[src/rtl/pwr_seq_pkg.sv]
// constants, carrier types and state codes for the power-state sequencer
//
// Behaviour
// - power-up pin low forces off; always-on domain disabled, all registers cleared.
// - deep-sleep powers only the always-on domain; main power removed.
// - always-on clock keeps running in deep-sleep so its timer can wake.
// - retention memory in always-on domain keeps contents through deep-sleep.
// - sleep keeps the always-on domain and main power on; crystal oscillator off.
// - any of four wake sources moves sleep into wakeup.
// - entering wakeup enables crystal oscillator and PLLs.
// - wakeup is the only path from either sleep state into full power.
// - full power sends fast clock only to blocks enabled in clock control.
// - processor clock gated off during wait-for-interrupt; rest stays powered.
// - three strap pins latched into a 3-bit boot and host-timing value.
// - external reset is active low; logic held in reset while low.
package pwr_seq_pkg;

	localparam int STRAP_W = 3; // strap value width
	localparam int STRAP_A_POS = 0; // strap pin a bit
	localparam int STRAP_B_POS = 1; // strap pin b bit
	localparam int STRAP_C_POS = 2; // strap pin c bit
	localparam logic [STRAP_W-1:0] STRAP_RST = 3'h0; // strap value after clear
	localparam int LOCK_HOLD_DEF = 4; // cycles lock must stay stable
	localparam int BLOCKS_DEF = 8; // clock-gated blocks
	localparam int RET_DEPTH_DEF = 8; // retention words
	localparam int RET_WIDTH_DEF = 32; // retention word width

	// one-hot power states
	typedef enum logic [4:0] {
		ST_OFF = 5'h01,
		ST_DEEP = 5'h02,
		ST_SLEEP = 5'h04,
		ST_WAKE = 5'h08,
		ST_ON = 5'h10
	} pwr_state_t;

	// wake event sources
	typedef struct packed {
		logic mac; // radio MAC event
		logic host; // host request
		logic rtc_timer; // always-on timer expiry
		logic ext_irq; // external interrupt
	} wake_src_t;

	// analog and domain enables
	typedef struct packed {
		logic rtc_domain_en; // always-on domain powered
		logic rtc_clk_en; // always-on clock running
		logic main_power_en; // rest of chip powered
		logic xtal_en; // crystal oscillator enabled
		logic pll_en; // PLLs enabled
	} pwr_ctrl_t;

	localparam pwr_ctrl_t PWR_CTRL_RST = '{default: 1'b0}; // all off

endpackage

[src/rtl/power_state_sequencer.sv]
// power-state sequencer: off, deep-sleep, sleep, wakeup and full power
module power_state_sequencer
	import pwr_seq_pkg::*;
#(
	parameter int BLOCKS = BLOCKS_DEF, // gated block count
	parameter int LOCK_HOLD = LOCK_HOLD_DEF, // stable lock cycles before full power
	parameter int RET_DEPTH = RET_DEPTH_DEF, // retention words
	parameter int RET_WIDTH = RET_WIDTH_DEF // retention word width
) (
	input wire logic clk_sys, // system clock, 100 MHz
	input wire logic nrst, // external reset, active low
	input wire logic chip_power_up_pin, // chip power-up, low means off
	input wire logic boot_strap_pin_a, // strap pin a
	input wire logic boot_strap_pin_b, // strap pin b
	input wire logic boot_strap_pin_c, // strap pin c
	input wire wake_src_t wake_src, // wake events, level
	input wire logic sleep_req, // software asks for sleep
	input wire logic deep_sleep_req, // software asks for deep-sleep
	input wire logic xtal_stable, // crystal stable indication
	input wire logic pll_locked, // PLL lock indication
	input wire logic [BLOCKS-1:0] clk_ctrl, // per-block clock enables
	input wire logic wait_for_interrupt_instruction, // cpu waiting
	input wire logic ret_we, // retention write strobe
	input wire logic [$clog2(RET_DEPTH)-1:0] ret_addr, // retention address
	input wire logic [RET_WIDTH-1:0] ret_wdata, // retention write data
	output pwr_ctrl_t pwr_ctrl, // domain and analog enables
	output logic [BLOCKS-1:0] block_clk_en, // fast clock gates
	output logic cpu_clk_en, // processor clock gate
	output logic [STRAP_W-1:0] strap_value, // latched strap value
	output logic internal_reset_n, // internal reset, active low
	output pwr_state_t state, // current power state
	output logic [RET_WIDTH-1:0] ret_rdata // retention read data
);

	localparam int CNT_W = $clog2(LOCK_HOLD + 1);
	localparam logic [CNT_W-1:0] CNT_LAST = CNT_W'(LOCK_HOLD - 1);
	localparam logic [CNT_W-1:0] CNT_ONE = CNT_W'(1);

	////////////////////////////////////////////////////////////////////////
	// reset release through two flip-flops
	logic rst_meta_r;
	logic rst_n_s;

	always_ff @(posedge clk_sys or negedge nrst) begin
		if (!nrst) begin
			rst_meta_r <= 1'b0;
			rst_n_s <= 1'b0;
		end else begin
			rst_meta_r <= 1'b1;
			rst_n_s <= rst_meta_r;
		end
	end

	////////////////////////////////////////////////////////////////////////
	// state machine and lock counter
	pwr_state_t state_r, state_nxt;
	logic [CNT_W-1:0] cnt_r, cnt_nxt;
	logic from_off_r, from_off_nxt;
	logic locked;
	logic any_wake;

	assign locked = xtal_stable && pll_locked;
	assign any_wake = |wake_src;

	always_comb begin
		state_nxt = state_r;
		cnt_nxt = '0;
		from_off_nxt = from_off_r;
		if (!chip_power_up_pin) begin
			state_nxt = ST_OFF;
			from_off_nxt = 1'b0;
		end else begin
			unique case (state_r)
				ST_OFF: begin
					state_nxt = ST_WAKE;
					from_off_nxt = 1'b1;
				end
				ST_DEEP: begin
					if (wake_src.rtc_timer || wake_src.ext_irq) begin
						state_nxt = ST_WAKE;
					end
				end
				ST_SLEEP: begin
					if (any_wake) begin
						state_nxt = ST_WAKE;
					end
				end
				ST_WAKE: begin
					if (locked) begin
						cnt_nxt = cnt_r + CNT_ONE;
						if (cnt_r == CNT_LAST) begin
							state_nxt = ST_ON;
							from_off_nxt = 1'b0;
							cnt_nxt = '0;
						end
					end
				end
				ST_ON: begin
					if (deep_sleep_req) begin
						state_nxt = ST_DEEP;
					end else if (sleep_req) begin
						state_nxt = ST_SLEEP;
					end
				end
				default: begin
					state_nxt = ST_OFF;
				end
			endcase
		end
	end

	always_ff @(posedge clk_sys or negedge rst_n_s) begin
		if (!rst_n_s) begin
			state_r <= ST_OFF;
			cnt_r <= '0;
			from_off_r <= 1'b0;
		end else begin
			state_r <= state_nxt;
			cnt_r <= cnt_nxt;
			from_off_r <= from_off_nxt;
		end
	end

	////////////////////////////////////////////////////////////////////////
	// registered outputs decoded from the next state
	pwr_ctrl_t pwr_ctrl_nxt;
	logic [BLOCKS-1:0] block_clk_en_nxt;
	logic cpu_clk_en_nxt;
	logic [STRAP_W-1:0] strap_nxt;
	logic int_rst_n_nxt;

	always_comb begin
		pwr_ctrl_nxt = PWR_CTRL_RST;
		pwr_ctrl_nxt.rtc_domain_en = (state_nxt != ST_OFF);
		pwr_ctrl_nxt.rtc_clk_en = (state_nxt != ST_OFF);
		pwr_ctrl_nxt.main_power_en = (state_nxt == ST_SLEEP) || (state_nxt == ST_WAKE)
			|| (state_nxt == ST_ON);
		pwr_ctrl_nxt.xtal_en = (state_nxt == ST_WAKE) || (state_nxt == ST_ON);
		pwr_ctrl_nxt.pll_en = (state_nxt == ST_WAKE) || (state_nxt == ST_ON);
		block_clk_en_nxt = (state_nxt == ST_ON) ? clk_ctrl : '0;
		cpu_clk_en_nxt = (state_nxt == ST_ON) && !wait_for_interrupt_instruction;
		strap_nxt = strap_value;
		if (state_nxt == ST_OFF) begin
			strap_nxt = STRAP_RST;
		end else if (state_r == ST_OFF) begin
			strap_nxt[STRAP_A_POS] = boot_strap_pin_a;
			strap_nxt[STRAP_B_POS] = boot_strap_pin_b;
			strap_nxt[STRAP_C_POS] = boot_strap_pin_c;
		end
		int_rst_n_nxt = (state_nxt == ST_ON) || (state_nxt == ST_SLEEP);
	end

	always_ff @(posedge clk_sys or negedge rst_n_s) begin
		if (!rst_n_s) begin
			pwr_ctrl <= PWR_CTRL_RST;
			block_clk_en <= '0;
			cpu_clk_en <= 1'b0;
			strap_value <= STRAP_RST;
			internal_reset_n <= 1'b0;
			state <= ST_OFF;
		end else begin
			pwr_ctrl <= pwr_ctrl_nxt;
			block_clk_en <= block_clk_en_nxt;
			cpu_clk_en <= cpu_clk_en_nxt;
			strap_value <= strap_nxt;
			internal_reset_n <= int_rst_n_nxt;
			state <= state_nxt;
		end
	end

	////////////////////////////////////////////////////////////////////////
	// retention memory in the always-on domain
	logic [RET_WIDTH-1:0] ret_mem_r [RET_DEPTH];
	logic [RET_WIDTH-1:0] ret_mem_nxt [RET_DEPTH];
	logic [RET_WIDTH-1:0] ret_rdata_nxt;

	always_comb begin
		ret_mem_nxt = ret_mem_r;
		ret_rdata_nxt = '0;
		if (!chip_power_up_pin) begin
			for (int i = 0; i < RET_DEPTH; i++) begin
				ret_mem_nxt[i] = '0;
			end
		end else if (state_r == ST_ON) begin
			ret_rdata_nxt = ret_mem_r[ret_addr];
			if (ret_we) begin
				ret_mem_nxt[ret_addr] = ret_wdata;
			end
		end
	end

	always_ff @(posedge clk_sys or negedge rst_n_s) begin
		if (!rst_n_s) begin
			for (int i = 0; i < RET_DEPTH; i++) begin
				ret_mem_r[i] <= '0;
			end
			ret_rdata <= '0;
		end else begin
			ret_mem_r <= ret_mem_nxt;
			ret_rdata <= ret_rdata_nxt;
		end
	end
endmodule // power_state_sequencer

[config.mk]
export PLATFORM = sky130hd
export DESIGN_NAME = power_state_sequencer
export DESIGN_NICKNAME = d
export VERILOG_FILES = /design/src/rtl/pwr_seq_pkg.sv /design/src/rtl/power_state_sequencer.sv
export SDC_FILE = /design/constraint.sdc
export NUM_CORES = 1
export LEC_CHECK = 0
export ABC_AREA = 1
export BUFFER_PORTS_ARGS = -buffer_cell sky130_fd_sc_hd__buf_4
export CAP_MARGIN = 20
export CORE_MARGIN = 2
export CORE_UTILIZATION = 45
export CTS_CLUSTER_DIAMETER = 30
export DETAILED_ROUTE_END_ITERATION = 6
export SETUP_SLACK_MARGIN = 0.5
export SLEW_MARGIN = 0
export SYNTH_ARGS = -nofsm -noshare
export SYNTH_HDL_FRONTEND = slang
export SYNTH_SLANG_ARGS = --single-unit
[constraint.sdc]
create_clock -name clk_sys -period 13.48 [get_ports clk_sys]
set_input_delay 0.674 -clock clk_sys [delete_from_list [all_inputs] [get_ports clk_sys]]
set_output_delay 0.674 -clock clk_sys [all_outputs]
set_load 0.05 [all_outputs]
# Word-level counts from Yosys, hierarchy flattened
# Cells that the tools add are included.
# op_classes
n_addsub,1
magnitude_cmp,2
eq_ne,13
n_mux,26
bitwise,1
reduce_logical,12
# op_table
op,count
two-way mux 256 bit,3
bitwise mux 256 bit,1
two-way mux 32 bit,5
binary-select mux 32 bit (select 3 bit),1
demux 32 bit (select 3 bit),1
two-way mux 5 bit,7
case mux 5 bit (5 select lines),1
two-way mux 3 bit,6
== test 5 x 1 -> 1 bit (second input constant),2
== test 5 x 3 -> 1 bit (second input constant),2
== test 5 x 4 -> 1 bit (second input constant),2
== test 5 bit (second input constant),2
two-way mux 8 bit,1
== test 5 x 2 -> 1 bit (second input constant),1
logical OR 1 bit,5
!= test 5 x 1 -> 1 bit (second input constant),1
>= comparator 4 bit (second input constant),1
less-than comparator 4 x 1 -> 1 bit (second input constant),1
!= test 2 x 1 -> 1 bit (second input constant),2
inverter 3 -> 4 bit,1
OR reduction 4 bit,1
adder 3 x 1 -> 3 bit (second input constant),1
== test 3 x 2 -> 1 bit (second input constant),1
logical AND 1 bit,3
other kinds (3),3
# totals
regBits,314
inputBits,59
output_inout_bits,55
wordCells,75

# Depth between registers and ports, before layout
# Gate-level depths: netlist of run 1.
# depth
ltp_word,9
depth_mapped,11
depth_no_buf,11

# Worst setup path before layout of run 1
# OpenSTA, ideal clock, no wires.
# synth_path
path_type,input -> register
startpoint,in ret_addr[0]
endpoint,reg ret_mem_r[47] (netlist name)
arrival_time_ns,1.722
required_ns,13.344
setup_slack_ns,11.623
path_stages,6
path_buffers,3
cell_sequence,buf_2 > inv_1 > nand3_2 > buf_1 > clkbuf_1 > o22ai_1
# synth_via
elab_chain_cells,9
word_cells_on_any_way,10
classes_between,2 x order compare; 6 x mux; 1 x bitwise; 1 x reduce/logical
# synth_lines
element,line_no,text
from (decl),power_state_sequencer.sv:24,"input wire logic [$clog2(RET_DEPTH)-1:0] ret_addr,"
inverter 3 -> 4 bit (not written as such) (*),power_state_sequencer.sv:187,ret_mem_nxt[ret_addr] = ret_wdata;
>= comparator 4 bit (not written as such) or less-than comparator 4 x 1 -> 1 bit (tied branches),power_state_sequencer.sv:187,
logical AND 1 bit (not written as such),power_state_sequencer.sv:187,
two-way mux 32 bit (not written as such),power_state_sequencer.sv:187,
demux 32 bit (select 3 bit) (*),power_state_sequencer.sv:187,
bitwise mux 256 bit (*),power_state_sequencer.sv:187,
two-way mux 256 bit (*),power_state_sequencer.sv:186,if (ret_we) begin
two-way mux 256 bit (*),power_state_sequencer.sv:184,end else if (state_r == ST_ON) begin
two-way mux 256 bit (*),power_state_sequencer.sv:180,if (!chip_power_up_pin) begin
to (signal assigned),power_state_sequencer.sv:199,ret_mem_r <= ret_mem_nxt;
to (decl),power_state_sequencer.sv:173,logic [RET_WIDTH-1:0] ret_mem_r [RET_DEPTH];
# Mark *: on every way between the ends. The rest lies on a longest branch, timed or not. The select of a mux whose other input is x is not followed.
# A chain may end at the register's enable or synchronous reset.

==> results of run 1 <==
-- per-stage QoR --
stage / std cells / setup slack [ns]
4_1_cts: 1954 / 9.872
3_5_place_dp: 1825 / 9.692
5_1_grt: 1958 / 9.660
2_1_floorplan: 1402 / 4.083
3_3_place_gp: 1825 / 9.891
6_report: 1958 / 9.804
-- sequential cells by signal, indices dropped and copies added (netlist names) --
| signal | count |
|---|---|
| internal_reset_n | 1 |
| strap_value | 3 |
| pwr_ctrl | 3 |
| block_clk_en | 8 |
| rst_n_s | 1 |
| state | 5 |
| rst_meta_r | 1 |
| cnt_r | 3 |
| ret_mem_r | 256 |
| ret_rdata | 32 |
| cpu_clk_en | 1 |
-- logic make-up after synthesis --
| kind of cell | synth area share, % |
|---|---|
| adder cells (fa/ha/maj) | 0.09377 |
| buffers and inverters | 9.106 |
| other | 0.02811 |
| AO/OA/AOI/OAI | 17.55 |
| AND/OR/NAND/NOR | 14.32 |
| flip-flops | 58.90 |
-- Yosys cell counts, types with 2 or more instances --
cell type	count	area share, %
nor2_1	44	1.2
buf_6	2	0.17
buf_2	37	1.4
inv_1	184	5.2
a21oi_1	26	0.98
o22ai_1	210	9.8
o22ai_2	5	0.47
nor2_2	3	0.14
nand4_1	12	0.56
nor3_1	8	0.30
o21ai_1	52	2.0
nand2_4	3	0.25
clkbuf_1	32	0.90
buf_1	14	0.39
o21a_1	9	0.51
o21ai_0	72	2.7
nand2_1	183	5.1
inv_2	5	0.14
nand3_2	6	0.45
nand3_1	133	5.0
buf_4	12	0.68
dfrtp_1	313	59
a22oi_1	9	0.51
nand2_2	3	0.14
nand3_4	6	0.79
o2111ai_1	9	0.59
-- final cells by class --
cell class / count / area, um^2 / area share, %
clock buffers: 88 / 1952 / 11.56
clock inverters: 40 / 484.2 / 2.867
inverters: 189 / 709.4 / 4.200
multi-input cells: 800 / 4268 / 25.27
well taps: 390 / 488.0 / 2.889
repair buffers: 137 / 1127 / 6.674
flip-flops and latches: 314 / 7863 / 46.55
-- repair_timing --
action                                 4_1_cts  5_1_grt
setup endpoints to repair                    0        0
buffers inserted                             0        0
hold buffers                                 1        0
endpoints found under the hold margin        2        0
-- path summary, 6_finish.rpt --
path	endpoint	slack, ns	cells after the start
min in group asynchronous	ret_mem_r[122]	0.28	0
max in group asynchronous	ret_mem_r[63]	11.90	1
setup reg to reg	ret_mem_r[35]	9.80	7
hold reg to reg	ret_mem_r[122]	0.28	0
setup / recovery	ret_mem_r[35]	9.80	7
hold / removal	cpu_clk_en	0.27	2
-- worst max-delay path: stages (launching register included) --
cell     delay (ns)
dfrtp_1        0.41
nor2_2         0.25
nand3_4        0.14
nor2_4         0.10
buf_4          0.56
nand2_1        0.75
nand2_1        1.07
o22ai_1        0.17
-- metal layers --
metal	routed length [um]	GRT usage (%)
met1	17730	37.68
met2	18250	40.05
met3	3398	6.266
met4	1090	10.12
met5	0	0
-- power breakdown --
part / switching (mW) / internal [mW] / leakage (nW)
Combinational: 0.0942 / 0.0293 / 1.92
Sequential: 0.00373 / 0.949 / 4.37
Clock: 0.546 / 1.18 / 1.20
==> results_dict.tcl, run 1 <==
set metrics [dict create \
    status "complete, but fails checks" \
    violations "DRC" \
    grt-ovfl-total 0 \
    clock_latency_ns 0.56 \
    track_usage_pct 26.65 \
    cts.clk_slew.worst_paths_ns 0.04 \
    layout-drive-gt1-share_pct 18.69 \
    grt_max_degree 158 \
    die_width_um 176.2 \
    core-area_um2 29400 \
    fin_crit_ns 3.676 \
    hpwlAfterDp_um 22090 \
    fin_crit_sh_pct 27.27 \
    io_pins 114 \
    ys_seq_area_share_pct 58.90 \
    place_area_um2 14340 \
    slew_headroom_pct 28.22 \
    num_antenna_cells 0 \
    rr_startpoint "state[2]" \
    setup_tns_ns 0 \
    start_util_pct 45.38 \
    synthCells 1402 \
    viasPerCell 5.699 \
    drt-wirelength-per-cell_um 20.67 \
    cts_buffer_depth 3 \
    p_total_mw 2.803 \
    drt-pass1-iter-count 7 \
    syn-num-nets 1462 \
    antenna_found_initial 0 \
    grt_pass1_vias 11260 \
    ir_drop_uv 92.99 \
    routed_wl_um 40470 \
    rows 63 \
    area_growth_syn_to_layout_pct 26.61 \
    synth_edf_count 0 \
    max_clock_freq_mhz 272.0 \
    fill_cells 2560 \
    cts_buffers 72 \
    syn_area_um2 13340 \
    ys_ff_latch 314 \
    final_cell_mix "dfrtp_1 (312), o22ai_1 (210), inv_1 (184), nand2_1 (183), nand3_1 (133)" \
    leakagePower_nw 7.486 \
    cts_sinks 314 \
    io_buffers 113 \
    final_common_cell "dfrtp_1" \
    die_h_um 176.2 \
    power.density_nw_per_um2 165.9 \
    antenna_left 0 \
    synth.distinct_cells 36 \
    num_vias 11160 \
    arrival_ns 4.04 \
    drt_iter0_markers 1075 \
    drv_cap 0 \
    worstSetupEndpointType "flip-flop" \
    finalSetupViolations 0 \
    post_cts_resize_count 0 \
    drc_errors 12 \
    synthArstFlopShare_pct 100.0 \
    startpoint_type "flip-flop" \
    grt_pass1_wl_um 63840 \
    syn_avg_cell_area_um2 9.516 \
    final_util_pct 57.45 \
    dieArea_um2 31040 \
    skew_ns 0.02020 \
    htree_levels 3 \
    cts_tree "yes" \
    crit_start "state[2]" \
    fin_area_um2 16890 \
    worstSetupPathType "reg -> reg" \
    rsz0062_at_grt "false" \
    gp_congestion 0.8004 \
    synth_ff_type "dfrtp_1" \
    min_path_type "in -> reg" \
    worstMarginPinSlew_ns 1.074 \
    hp-start "wait_for_interrupt_instruction" \
    whs_ns 0.2720 \
    cp_max_fo 33 \
    hold_viol 0 \
    yosysWarnings 0 \
    clockRootBuffer "clkbuf_16" \
    maxSlewViolCount 0 \
    cp_data_required_time_ns 13.84 \
    nets 1574 \
]
No activity file was read; power rests on OpenSTA's default activity.
==> inputs of run 2 (changes only) <==
==> constraint.sdc (replaced) <==
create_clock -name clk_sys -period 3.56 [get_ports clk_sys]
set_input_delay 0.178 -clock clk_sys [delete_from_list [all_inputs] [get_ports clk_sys]]
set_output_delay 0.178 -clock clk_sys [all_outputs]
set_load 0.05 [all_outputs]
==> run 2 against run 1 <==
  * Sequential power rose to 3.8 times the previous value
  * Largest cell class unchanged
  * Sequential share of layout area decreased by 1.1 points
  * Critical path type unchanged
  * Largest power group unchanged
  * The run now ends clean
  * Power rose to 3.8 times the previous value
  * Clock power rose to 3.8 times the previous value
  * Cell count grew 2.6%
  * Count of clock-buffer cells in the layout up 7
  * Setup slack lost 8.6 ns
==> results_dict.tcl, run 2 (same netlist as run 1, synthesis figures left out) <==
set metrics [dict create \
    fin_cells 2008 \
    die_width_um 176.2 \
    hold_viol 0 \
    regMostFlops "ret_mem_r" \
    clockRootBuffer "clkbuf_16" \
    p_clk_share_pct 61.4 \
    worstSetupPathType "reg -> reg" \
    num_vias 11360 \
    drv_cap 0 \
    viasPerCell 5.655 \
    cp_top_family "simple AND/OR/NAND/NOR gates" \
    setup_tns_ns 0 \
    cts_hold_buf 40 \
    finalSetupViolations 0 \
    arrival_ns 2.81 \
    final-seq-area_um2 7863 \
    whs_ns 0.01631 \
    place_area_um2 14480 \
    cts_setup_buffers 0 \
    largest_reg_flops 256 \
    track_usage_pct 26.96 \
    slowest_stage "buf_4" \
    cts.clk_slew.worst_paths_ns 0.05 \
    skew_ns 0.02026 \
    die_h_um 176.2 \
    switching_power_mw 2.427 \
    min_path_type "in -> reg" \
    fin_area_um2 17320 \
    leakagePower_nw 7.649 \
    final_cell_mix "dfrtp_1 (312), o22ai_1 (210), inv_1 (184), nand2_1 (183), buf_4 (144)" \
    antenna_found_initial 0 \
    slew_headroom_pct 40.99 \
    fin_crit_ns 2.380 \
    fin_ws_ns 1.180 \
    grt-ovfl-total 0 \
    clock_latency_ns 0.55 \
    num_antenna_cells 0 \
    ir_drop_uv 392.3 \
    gp_congestion 0.8182 \
    layout-drive-gt1-share_pct 18.54 \
    switching_share_pct 22.76 \
    maxSlewViolCount 0 \
    internal-power_mw 8.237 \
    startpoint_type "flip-flop" \
    grt_max_degree 88 \
    p_total_mw 10.66 \
    htree_levels 3 \
    cp_cell_sequence "nor2_2 -> nand3_4 -> nor2_4 -> buf_4 -> nand3_1 -> o22ai_1" \
    multiInputGateArea_um2 4268 \
    pre_cts_ws_ns 1.199 \
    cts_tree "yes" \
    power.density_nw_per_um2 615.8 \
    rows 63 \
    worstSetupEndpointType "flip-flop" \
    area_growth_syn_to_layout_pct 29.79 \
    start_util_pct 45.38 \
    grt_pass1_wl_um 64460 \
    nets 1623 \
    final_common_cell "dfrtp_1" \
    cp_max_fo 22 \
    cts_buffer_depth 3 \
    antenna_left 0 \
    path_buf_inv 1 \
    rsz0062_at_grt "false" \
    fill_cells 2526 \
    drc_errors 0 \
    drt-pass1-iter-count 5 \
    drt-wirelength-per-cell_um 20.51 \
    grt_pass1_vias 11390 \
    io_pins 114 \
    routed_wl_um 41190 \
    pwr-share-seq_pct 33.9 \
    io_buffers 113 \
    largestRegisters "ret_mem_r (256), ret_rdata (32), block_clk_en (8)" \
    cp_data_required_time_ns 3.99 \
    worstMarginPinSlew_ns 0.8830 \
    hpwlAfterDp_um 22490 \
    final_util_pct 58.90 \
    fin_crit_sh_pct 66.86 \
    cp_slowest_stage_delay_ns 0.47 \
    post_cts_resize_count 0 \
    combPwrFrac_pct 4.7 \
    dieArea_um2 31040 \
    cts_buffers 70 \
    placed_cells 1841 \
    core-area_um2 29400 \
    drt_iter0_markers 1097 \
    max_clock_freq_mhz 420.1 \
    cts_sinks 314 \
    status "finished, final reports clean" \
    r2r_setup_slack_ns 1.18 \
]
[run 2: path summary, 6_finish.rpt]
check	start	endpoint	depth (start not counted)
min in group asynchronous	rst_n_s	ret_mem_r[208]	0
worst min register to register	rst_meta_r	rst_n_s	0
worst min-delay path	ret_wdata[9]	ret_mem_r[105]	3
max in group asynchronous	rst_n_s	ret_rdata[8]	2
worst max-delay path	state[2]	ret_mem_r[83]	6
worst max register to register	state[2]	ret_mem_r[83]	6
[run 2: tightest hold or removal path, stage by stage]
cell and delay, ns:
buf_4 0.12, nand3_1 0.13, o22ai_1 0.09
[run 2: power groups by stage]
stage | registers, mW | logic, mW | clock network, mW
floorplan | 3.74 | 0.187 | 0
global route | 3.61 | 0.537 | 6.81
detailed placement | 3.67 | 0.464 | 0
CTS | 3.61 | 0.500 | 6.62
global placement | 3.67 | 0.465 | 0
finish | 3.61 | 0.501 | 6.55
[run 2: per-layer routing]
| layer | track usage, % | part of all wire (%) | vias to the layer above |
|---|---|---|---|
| met5 | 0 | 0 | - |
| met4 | 10.71 | 3.2 | 0 |
| met3 | 5.469 | 7.2 | 117 |
| met2 | 41.58 | 45 | 506 |
| met1 | 37.59 | 44 | 5575 |
| li1 | - | - | 5157 |
[run 2: cell type report]
cell class / count / area share [%]
tap: 390 / 2.818
clock inverter: 32 / 2.341
multi-input combinational: 800 / 24.65
sequential: 314 / 45.40
timing repair buffer: 188 / 8.967
clock buffer: 95 / 11.73
inverter: 189 / 4.097
